## src/inc/fcss_defines.vh

```
`ifndef FCSS_DEFINES_VH
`define FCSS_DEFINES_VH
`define FCSS_AW 20
`define FCSS_DW 16
`define FCSS_UNLOCK_ADDR1 20'h00555
`define FCSS_UNLOCK_DATA1 16'h00AA
`define FCSS_UNLOCK_ADDR2 20'h002AA
`define FCSS_UNLOCK_DATA2 16'h0055
`define FCSS_CMD_RESET 16'h00F0
`define FCSS_CMD_ERASE_SETUP 16'h0080
`define FCSS_CMD_SECTOR_ERASE 16'h0030
`define FCSS_CMD_PROGRAM 16'h00A0
`define FCSS_CMD_ID_READ 16'h0090
`define FCSS_BIT_POLL 7
`define FCSS_BIT_TOGGLE 6
`define FCSS_BIT_TIMEOUT 5
`define FCSS_BIT_WINDOW 3
`define FCSS_REG_CTRL 4'h0
`define FCSS_REG_ADDR 4'h1
`define FCSS_REG_DATA 4'h2
`define FCSS_REG_STATUS 4'h3
`define FCSS_REG_RDATA 4'h4
`define FCSS_OP_RESET 3'h1
`define FCSS_OP_PROGRAM 3'h2
`define FCSS_OP_ERASE 3'h3
`define FCSS_OP_READ 3'h4
`define FCSS_OP_SECTOR 3'h5
`define FCSS_OP_ID 3'h6
`define FCSS_PHASE_CYC 4'h3
`define FCSS_MAX_POLLS 16'hFFFF
`endif

```

## src/hw/fcss_host.v

```verilog
// Notes on behaviour
// - Reset may interrupt identity sequence; host writes reset to leave it.
// - Sector erase is two unlocks, 80H, two unlocks, 30H.
// - Extra sector loads start within 50us, else erase begins.
// - Program is two unlocks, set-up command, then address and data.
// - Commands ignored while programming; hardware reset aborts at once; the model's reset leaves busy set, so a running program still completes.
// - After poll bit matches data bit 7 (erase: reads one), host rereads to get full data.
// - Host uses toggle bit or poll bit; the sector toggle bit is never read.
`include "fcss_defines.vh"
`timescale 1ns/1ps
`default_nettype none
module fcss_host (
  input wire ref_clk_i,
  input wire srst_i,
  input wire [3:0] addr_i,
  input wire [31:0] wdata_i,
  input wire wr_i,
  input wire rd_i,
  output reg [31:0] rdata_o,
  output reg [`FCSS_AW-1:0] flash_addr_o,
  output reg [`FCSS_DW-1:0] flash_dq_o,
  output reg flash_dq_oe_o,
  input wire [`FCSS_DW-1:0] flash_dq_i,
  output reg chip_select_n_o,
  output reg write_strobe_n_o,
  output reg output_enable_n_o,
  output reg flash_reset_n_o,
  input wire ready_busy_n_i
);
  localparam S_IDLE = 6'h01;
  localparam S_WRITE = 6'h02;
  localparam S_READ = 6'h04;
  localparam S_POLL = 6'h08;
  localparam S_DONE = 6'h10;
  localparam S_HWRST = 6'h20;
  reg [5:0] state;
  reg [3:0] phase;
  reg [2:0] step;
  reg [2:0] nsteps;
  reg [2:0] op;
  reg [`FCSS_AW-1:0] op_addr;
  reg [`FCSS_DW-1:0] op_data;
  reg [`FCSS_DW-1:0] rd_data;
  reg [`FCSS_DW-1:0] prev_rd;
  reg have_prev;
  reg busy;
  reg ok;
  reg failed;
  reg [15:0] polls;
  reg [2:0] rb_sync;
  reg rb_level;
  wire [`FCSS_DW-1:0] dq_now = flash_dq_i;
  // Unlock pattern, set-up and final codes per command step.
  function [`FCSS_AW+`FCSS_DW-1:0] seq_word;
    input [2:0] o;
    input [2:0] s;
    input [`FCSS_AW-1:0] a;
    input [`FCSS_DW-1:0] d;
    begin
      seq_word = {a, d};
      if (o == `FCSS_OP_RESET) begin
        seq_word = {a, `FCSS_CMD_RESET};
      end else if (o != `FCSS_OP_SECTOR) begin
        case (s)
          3'h0: seq_word = {`FCSS_UNLOCK_ADDR1, `FCSS_UNLOCK_DATA1};
          3'h1: seq_word = {`FCSS_UNLOCK_ADDR2, `FCSS_UNLOCK_DATA2};
          3'h2: begin
            if (o == `FCSS_OP_PROGRAM) begin
              seq_word = {`FCSS_UNLOCK_ADDR1, `FCSS_CMD_PROGRAM};
            end else if (o == `FCSS_OP_ID) begin
              seq_word = {`FCSS_UNLOCK_ADDR1, `FCSS_CMD_ID_READ};
            end else begin
              seq_word = {`FCSS_UNLOCK_ADDR1, `FCSS_CMD_ERASE_SETUP};
            end
          end
          3'h3: begin
            if (o == `FCSS_OP_PROGRAM) begin
              seq_word = {a, d};
            end else begin
              seq_word = {`FCSS_UNLOCK_ADDR1, `FCSS_UNLOCK_DATA1};
            end
          end
          3'h4: seq_word = {`FCSS_UNLOCK_ADDR2, `FCSS_UNLOCK_DATA2};
          default: seq_word = {a, `FCSS_CMD_SECTOR_ERASE};
        endcase
      end else begin
        seq_word = {a, `FCSS_CMD_SECTOR_ERASE};
      end
    end
  endfunction
  wire [`FCSS_AW+`FCSS_DW-1:0] cur_word = seq_word(op, step, op_addr, op_data);
  // Three stages on the pin; a change counts when stages two and three agree.
  always @(posedge ref_clk_i) begin
    if (srst_i) begin
      rb_sync <= 3'h7;
      rb_level <= 1'b1;
    end else begin
      rb_sync <= {rb_sync[1:0], ready_busy_n_i};
      if (rb_sync[2] == rb_sync[1]) begin
        rb_level <= rb_sync[2];
      end
    end
  end
  always @(posedge ref_clk_i) begin
    if (srst_i) begin
      state <= S_IDLE;
      phase <= 4'h0;
      step <= 3'h0;
      nsteps <= 3'h0;
      op <= 3'h0;
      op_addr <= {`FCSS_AW{1'b0}};
      op_data <= {`FCSS_DW{1'b0}};
      rd_data <= {`FCSS_DW{1'b0}};
      prev_rd <= {`FCSS_DW{1'b0}};
      have_prev <= 1'b0;
      busy <= 1'b0;
      ok <= 1'b0;
      failed <= 1'b0;
      polls <= 16'h0000;
      rdata_o <= 32'h00000000;
      flash_addr_o <= {`FCSS_AW{1'b0}};
      flash_dq_o <= {`FCSS_DW{1'b0}};
      flash_dq_oe_o <= 1'b0;
      chip_select_n_o <= 1'b1;
      write_strobe_n_o <= 1'b1;
      output_enable_n_o <= 1'b1;
      flash_reset_n_o <= 1'b1;
    end else begin
      rdata_o <= 32'h00000000;
      if (rd_i) begin
        case (addr_i)
          `FCSS_REG_ADDR: rdata_o <= {{(32-`FCSS_AW){1'b0}}, op_addr};
          `FCSS_REG_DATA: rdata_o <= {16'h0000, op_data};
          `FCSS_REG_STATUS: rdata_o <= {27'h0, rb_level, failed, ok, busy, state == S_IDLE};
          `FCSS_REG_RDATA: rdata_o <= {16'h0000, rd_data};
          default: rdata_o <= 32'h00000000;
        endcase
      end
      if (wr_i && addr_i == `FCSS_REG_ADDR) begin
        op_addr <= wdata_i[`FCSS_AW-1:0];
      end
      if (wr_i && addr_i == `FCSS_REG_DATA) begin
        op_data <= wdata_i[`FCSS_DW-1:0];
      end
      case (state)
        S_IDLE: begin
          if (wr_i && addr_i == `FCSS_REG_CTRL && wdata_i[2:0] != 3'h0) begin
            op <= wdata_i[2:0];
            step <= 3'h0;
            phase <= 4'h0;
            ok <= 1'b0;
            failed <= 1'b0;
            busy <= 1'b1;
            have_prev <= 1'b0;
            polls <= 16'h0000;
            case (wdata_i[2:0])
              `FCSS_OP_RESET: begin
                nsteps <= 3'h0;
                state <= S_WRITE;
              end
              `FCSS_OP_SECTOR: begin
                nsteps <= 3'h0;
                state <= S_WRITE;
              end
              `FCSS_OP_PROGRAM: begin
                nsteps <= 3'h3;
                state <= S_WRITE;
              end
              `FCSS_OP_ID: begin
                nsteps <= 3'h2;
                state <= S_WRITE;
              end
              `FCSS_OP_ERASE: begin
                nsteps <= 3'h5;
                state <= S_WRITE;
              end
              `FCSS_OP_READ: state <= S_READ;
              default: state <= S_HWRST;
            endcase
          end
        end
        // Address set in the same cycle the strobes fall, data held past their rise.
        S_WRITE: begin
          phase <= phase + 4'h1;
          if (phase == 4'h0) begin
            flash_addr_o <= cur_word[`FCSS_AW+`FCSS_DW-1:`FCSS_DW];
            flash_dq_o <= cur_word[`FCSS_DW-1:0];
            flash_dq_oe_o <= 1'b1;
            output_enable_n_o <= 1'b1;
            chip_select_n_o <= 1'b0;
            write_strobe_n_o <= 1'b0;
          end else if (phase == `FCSS_PHASE_CYC) begin
            write_strobe_n_o <= 1'b1;
            chip_select_n_o <= 1'b1;
          end else if (phase == `FCSS_PHASE_CYC + 4'h1) begin
            flash_dq_oe_o <= 1'b0;
            phase <= 4'h0;
            if (step == nsteps) begin
              if (op == `FCSS_OP_PROGRAM || op == `FCSS_OP_ERASE) begin
                state <= S_POLL;
              end else begin
                state <= S_DONE;
              end
            end else begin
              step <= step + 3'h1;
            end
          end
        end
        S_READ, S_POLL: begin
          phase <= phase + 4'h1;
          if (phase == 4'h0) begin
            flash_addr_o <= op_addr;
            chip_select_n_o <= 1'b0;
            output_enable_n_o <= 1'b0;
          end else if (phase == `FCSS_PHASE_CYC) begin
            // The older sample is kept, so two reads in a row can be compared.
            rd_data <= dq_now;
            prev_rd <= rd_data;
            output_enable_n_o <= 1'b1;
            chip_select_n_o <= 1'b1;
          end else if (phase == `FCSS_PHASE_CYC + 4'h1) begin
            phase <= 4'h0;
            polls <= polls + 16'h0001;
            have_prev <= 1'b1;
            if (state == S_READ) begin
              state <= S_DONE;
            end else if (have_prev && prev_rd[`FCSS_BIT_TOGGLE] == rd_data[`FCSS_BIT_TOGGLE]) begin
              op <= `FCSS_OP_READ;
              state <= S_READ;
            end else if (op == `FCSS_OP_PROGRAM
                && rd_data[`FCSS_BIT_POLL] == op_data[`FCSS_BIT_POLL]) begin
              op <= `FCSS_OP_READ;
              state <= S_READ;
            end else if (op == `FCSS_OP_ERASE && rd_data[`FCSS_BIT_POLL]) begin
              op <= `FCSS_OP_READ;
              state <= S_READ;
            end else if ((have_prev && rd_data[`FCSS_BIT_TIMEOUT] && prev_rd[`FCSS_BIT_TIMEOUT])
                || polls == `FCSS_MAX_POLLS) begin
              // Timeout bit on two reads in a row, or poll limit: mark failed and send reset.
              failed <= 1'b1;
              op <= `FCSS_OP_RESET;
              step <= 3'h0;
              nsteps <= 3'h0;
              state <= S_WRITE;
            end
          end
        end
        S_HWRST: begin
          phase <= phase + 4'h1;
          flash_reset_n_o <= 1'b0;
          if (phase == `FCSS_PHASE_CYC) begin
            flash_reset_n_o <= 1'b1;
            phase <= 4'h0;
            state <= S_DONE;
          end
        end
        S_DONE: begin
          busy <= 1'b0;
          ok <= ~failed;
          state <= S_IDLE;
        end
        default: state <= S_IDLE;
      endcase
    end
  end
endmodule // fcss_host
`default_nettype wire

```

## config.mk

```make
export PLATFORM = sky130hd
export DESIGN_NAME = fcss_host
export DESIGN_NICKNAME = d
export VERILOG_FILES = /design/src/hw/fcss_host.v
export VERILOG_INCLUDE_DIRS = /design/src /design/src/inc
export SDC_FILE = /design/constraint.sdc
export NUM_CORES = 1
export LEC_CHECK = 0
export BUFFER_PORTS_ARGS = -buffer_cell sky130_fd_sc_hd__clkbuf_2
export CORE_MARGIN = 5
export CORE_UTILIZATION = 30
export CTS_CLUSTER_DIAMETER = 80
export DETAILED_ROUTE_END_ITERATION = 8
export PLACE_DENSITY = 0.55
export SLEW_MARGIN = 20
export SYNTH_ARGS = -nofsm -noshare
export SYNTH_HDL_FRONTEND = slang
export SYNTH_SLANG_ARGS = --single-unit
```

## constraint.sdc

```tcl
create_clock -name ref_clk_i -period 3.15 [get_ports ref_clk_i]
set_clock_uncertainty 0.05 [all_clocks]
set_input_delay 0.315 -clock ref_clk_i [delete_from_list [all_inputs] [get_ports ref_clk_i]]
set_output_delay 0.315 -clock ref_clk_i [all_outputs]
set_load 0.005 [all_outputs]
```

# == Word level (Yosys, flattened, before mapping) ==
# Cells that the tools add are included.
# totals
ff_bits,175
in_bits,57
word_cells,217
# classes
n_reduce_logical,43
add_sub_neg,3
bitwise_logic,3
eq_ne,54
mux,90
# op_table
cell,count
$pmux W36 S4,1
$mux W36,3
$mux W6,15
$pmux W20 S4,1
$mux W3,23
$mux W16,4
$mux W20,2
$pmux W20 S2,1
$ne A2 B2 Y1 const B,17
$pmux W16 S2,1
$pmux W6 S4,1
$mux W1,20
$mux W4,5
$reduce_and A10 Y1,2
$eq A3 B2 Y1 const B,6
$add A16 B1 Y16 const B,1
$eq A16 B16 Y1 const B,1
$eq A3 B3 Y1 const B,5
$reduce_and A14 Y1,1
$eq A4 B2 Y1 const B,3
$pmux W3 S2,2
$pmux W3 S4,1
$pmux W4 S3,1
$pmux W6 S2,1
36 further kinds,75

# == Longest topological paths before layout ==
# logic_depth
depth_word,12
depth_mapped,10
ltp_nobuf,8

# == Worst setup path before layout ==
# OpenSTA, ideal clock, no wires.
# synth_timing
path_type,register to register
startpoint,reg phase[1]
endpoint,reg state[2]
stages_incl_launch_ff,8
setup_slack_ps,932
t_arrival_ps,2037
n_path_buf,0
path_cell_list,dfxtp_1 ha_1 nor3b_1 or4_4 o21ai_0 a2111oi_4 o221a_2 nor3_1
# synth_between
elab_chain_len,3
# synth_rtl
element,line,rtl
"start, declared",fcss_host.v:37,reg [3:0] phase;
"start signal, assigned",fcss_host.v:184,phase <= phase + 4'h1;
"start signal, assigned",fcss_host.v:210,phase <= phase + 4'h1;
"start signal, assigned",fcss_host.v:249,phase <= phase + 4'h1;
$eq A4 B2 Y1 (no source line) (tied with other cells),--,
$ne A2 B2 Y1 (no source line),--,
$reduce_and A10 Y1 (no source line) *,--,
"end signal, assigned",fcss_host.v:106,state <= S_IDLE;
"end signal, assigned",fcss_host.v:159,state <= S_WRITE;
"end signal, assigned",fcss_host.v:163,state <= S_WRITE;
"end, declared",fcss_host.v:36,reg [5:0] state;
# Mark *: on every way between the ends. The rest lies on a longest branch, timed or not.
# A chain may end at the register's enable or synchronous reset.

# == Worst setup path after layout ==
# layout_timing
startpoint,reg phase[0]
endpoint,reg step[1]
# layout_between
elab_chain_len,3
# layout_rtl
element,line,rtl
$eq A4 B2 Y1 (no source line) (tied with other cells),--,
$ne A2 B2 Y1 (no source line),--,
$reduce_and A14 Y1 (no source line) *,--,
"end signal, assigned",fcss_host.v:205,step <= step + 3'h1;
"end, declared",fcss_host.v:38,reg [2:0] step;
# Marks and branches as above.

==> results <==
- Wires add up to 21.4 mm.
- The deepest level of the CTS H-tree is 4.
- Once the floorplan was initialized, standard cells occupied a little under a third of the core.
- After clock tree synthesis, the clock-pin slew on the worst setup and hold paths is around 0.060 ns.
- The highest routed metal layer is met4.
- The upper clock frequency limit is ~390 MHz.
- Global routing finished with a remaining overflow of 0.
- The sequential share of the synthesized area is between 40% and 50%.
- For the worst setup path, the data required time is around 3.5 ns.
- The longest individual stage delay on the worst path is roughly 0.60 ns.
- The pre-antenna-repair detailed-routing pass consisted of 5 iterations.
- The library cell used as clock root buffer is clkbuf_16.
- Setup repair after global routing left no endpoint under its margin.
- The share of async-settable or async-resettable flops after synthesis is 0%.
- The final count of negative-setup-slack endpoints is 0.
- The global-route wire length before repair is between 30 and 40 mm.
- Of the cells placed in the final design, the portion with a size suffix greater than 1 is between 10% and 20%.
- The global router's overall resource usage is between 10% and 20%.
- The die is ~160 um tall.
- Along the worst path, the maximum fanout reaches 8.
- Timing analysis after detailed placement gives a worst setup slack of between 0.5 and 0.6 ns.
- The netlist uses 65 different library cells.
- The area of the multi-input gates is around 3500 um^2.
- STA classifies the critical path startpoint as a flip-flop.
- By area the synthesized netlist is led by dfxtp_1, nand2_1, a21oi_1.
- The count of endpoints failing hold in the final timing report is 0.
- The area of the core is 22700 um^2.
- At the later pin of the worst-skew pair, clock insertion delay measures around 0.43 ns.
- The post-synthesis average cell area is ~8.3 um^2.
- In this run the static leakage power is ~3.1 nW.
- Across the VDD grid, the largest voltage drop is around 0.35 mV.
- The count of synthesis-stage warnings from yosys is 0.
- The maximum count of clock buffers along a single path is 2.
- After the first detailed-routing iteration, the DRC count stood at between 600 and 700.
- After synthesis the cells add up to 6930 um^2.
- For this design, the CTS-stage hold fixing added 0 buffers.
- The cell family contributing the most delay on the critical path is simple AND/OR/NAND/NOR gates.
- Synthesis produced 840 cells.
- The count of maximum capacitance violations is 0.
- By startpoint and endpoint, the worst setup path is classified as flip-flop to flip-flop.
- For the finished layout, the period the worst path requires is approximately 2.6 ns.
- From synthesis to final layout, the design area changed by 19.8%.
- Summing over every cut layer, the via total after detailed routing is 6336.
- Summing all flip-flop and latch instances after layout gives around 3200 um^2.
- The buffers plus inverters on the worst setup path is 2.
- The maximum number of pins on one net before global-route repair is between 70 and 80.
- After the last flow step, the layout net total stands at 1008.
- By count the netlist is led by dfxtp_1, nand2_1, a21oi_1.
- The total power of the final layout is around 5.5 mW.
- The floorplan step defined a die boundary enclosing roughly 26000 um^2.
- The clock drives between 150 and 200 sinks.
- The buffers inserted during post-CTS setup optimization is 0.
- The filler cells instantiated in the layout total approximately 2400.
- The path class of the tightest hold or removal check is primary input to flip-flop.
- The final count of pins violating max slew was 0.
- The repair_antennas step left the layout with diodes totalling 0.
- The number of synthesized flops with an enable pin is 0.
- The number of antenna violations at the first check in global routing is 0.
- The DRC violations left is 0.
- The power per unit of standard cell area is between 600 and 700 nW/um^2.
- Traced cell by cell, the critical path runs through inv_1 -> ha_1 -> nor2b_1 -> nand2_1 -> a22o_1 -> buf_4 -> nor4b_1 -> nand4_1 -> a21oi_1.
- Clock tree synthesis inserted a total of 17 buffers.
- Of all cell types, the one taking the most synthesized area is dfxtp_1.
- Dividing the detail-routed via count by the number of cells gives 5.13.
- The synthesized flop and latch total is about 160.
- The count of cells resized by post-cts repair is 0.
- The run finished with clean final reports.
- The number of ports placed on the die boundary is 130.
- The area fraction of the dominant cell type after synthesis is a little under half.
- The commonest register cell after synthesis is dfxtp_1.
- The row count is 55.
- The via count of the first global-routing pass is 5839.
- Once detail routing completed, the nets flagged for antenna violations numbered 0.
- Measured along the x axis, the die boundary spans 162 um.
- The critical path capture point type is a flip-flop.
- The met3 wirelength from detailed routing is between 1 and 1.5 mm.
- The final RePlAce weighted congestion is roughly 0.8.
- TritonCTS built the clock tree.
- The detailed-placement wirelength estimate is about 16 mm.
- dfxtp_1 is the most common cell in the netlist.
- The final worst slack is 0.565 ns.
- Dividing the final minimum period by the clock period gives between 80 and 90%.
- Buffers placed on the I/O ports in this run total 105.
- The slowest stage of the critical path is the nor4b_1 cell.
- For the worst setup path, the data arrival time is ~2.9 ns.
- In the final routing, the length of wire on met1 measures about 11 mm.
- The worst relative slew slack is 43.4%.
- The total negative setup slack is 0 ns.
- The final routed wire length divided by cell count is between 15 and 20 um.
- The routed length on met2 is 9.18 mm.
- For the pin with the worst max-slew slack, the measured transition is approximately 0.85 ns.
==> power breakdown <==
group          internal [mW]  switching, mW
logic                  0.475          0.879
registers               2.09          0.104
clock network           1.04          0.877
total                   3.60           1.86
==> stage by stage <==
stage	cells	util (%)	cell area (um^2)	hold WS [ns]
after floorplan	851	-	6970	0.339
after global placement	1204	34.2	7760	0.358
after detailed placement	1204	34.2	7760	0.359
after CTS	1235	36.6	8300	0.00140
after global routing	1235	36.6	8300	0.0119
final	1235	36.6	8300	0.0207
==> cells by family (layout without fill, tap and decap cells) <==
| kind of cell | after synthesis | in the layout | share of synthesized area, % |
|---|---|---|---|
| AOI/OAI and AO/OA | 217 | 217 | 20.3 |
| DFF | 158 | 158 | 45.6 |
| and+or+nand+nor | 358 | 358 | 24.3 |
| adders and majority gates | 13 | 13 | 2.35 |
| other | 1 | 12 | 0.0541 |
| muxes | 6 | 6 | 0.866 |
| buffers and inverters | 74 | 173 | 4.89 |
| xor gates and xnor gates | 13 | 13 | 1.64 |
==> cell type report <==
cell class	instances	share of cell area [%]
Clock inverter	13	1.30
Timing Repair Buffer	128	8.44
Inverter	14	0.633
Clock buffer	18	5.29
Tap cell	285	4.29
Multi-Input combinational cell	619	42.0
Sequential cell	158	38.1
==> final timing paths <==
path | slack [ns] | start | depth (start not counted) | end
worst max-delay path | 0.57 | phase[0] | 9 | step[1]
worst min register to register | 0.37 | rb_sync[0] | 1 | rb_sync[1]
worst max register to register | 0.57 | phase[0] | 9 | step[1]
worst min-delay path | 0.02 | ready_busy_n_i | 2 | rb_sync[0]
==> metal layers <==
| layer | GRT usage [%] | up-vias |
|---|---|---|
| met1 | 24.2 | 2977 |
| met2 | 23.4 | 210 |
| met5 | 0 | - |
| met3 | 3.76 | 13 |
| met4 | 3.81 | 0 |
| li1 | - | 3136 |
==> placed cells by master (no fill, tap or decap), types with 5 or more instances in the layout <==
cell type  count
or3_1          9
inv_1         13
nor2_1        86
a22oi_1       19
and3_1        12
a222oi_1      16
ha_1          13
nand4_1        8
conb_1        12
xor2_1         5
nand2_1      148
clkbuf_16     17
xnor2_1        8
and2_1         5
nor3_1        23
clkbuf_2     104
mux2i_1        6
nor2b_1        5
nand2b_1      12
a211oi_1       5
o31ai_1        5
o21ai_0       24
dfxtp_1      158
o211ai_1      10
nand3_1       16
buf_4         24
a21oi_1      107
nor3b_1        5
==> registers in the layout, indices dropped and copies added, names as in the netlist, 2 cells and up <==
name	cells
op_data	16
op_addr	20
step	3
state	6
polls	16
phase	4
rb_sync	3
flash_dq_o	16
nsteps	3
rdata_o	20
prev_rd	2
rd_data	16
flash_addr_o	20
op	3
(Power assumes the default switching activity.)
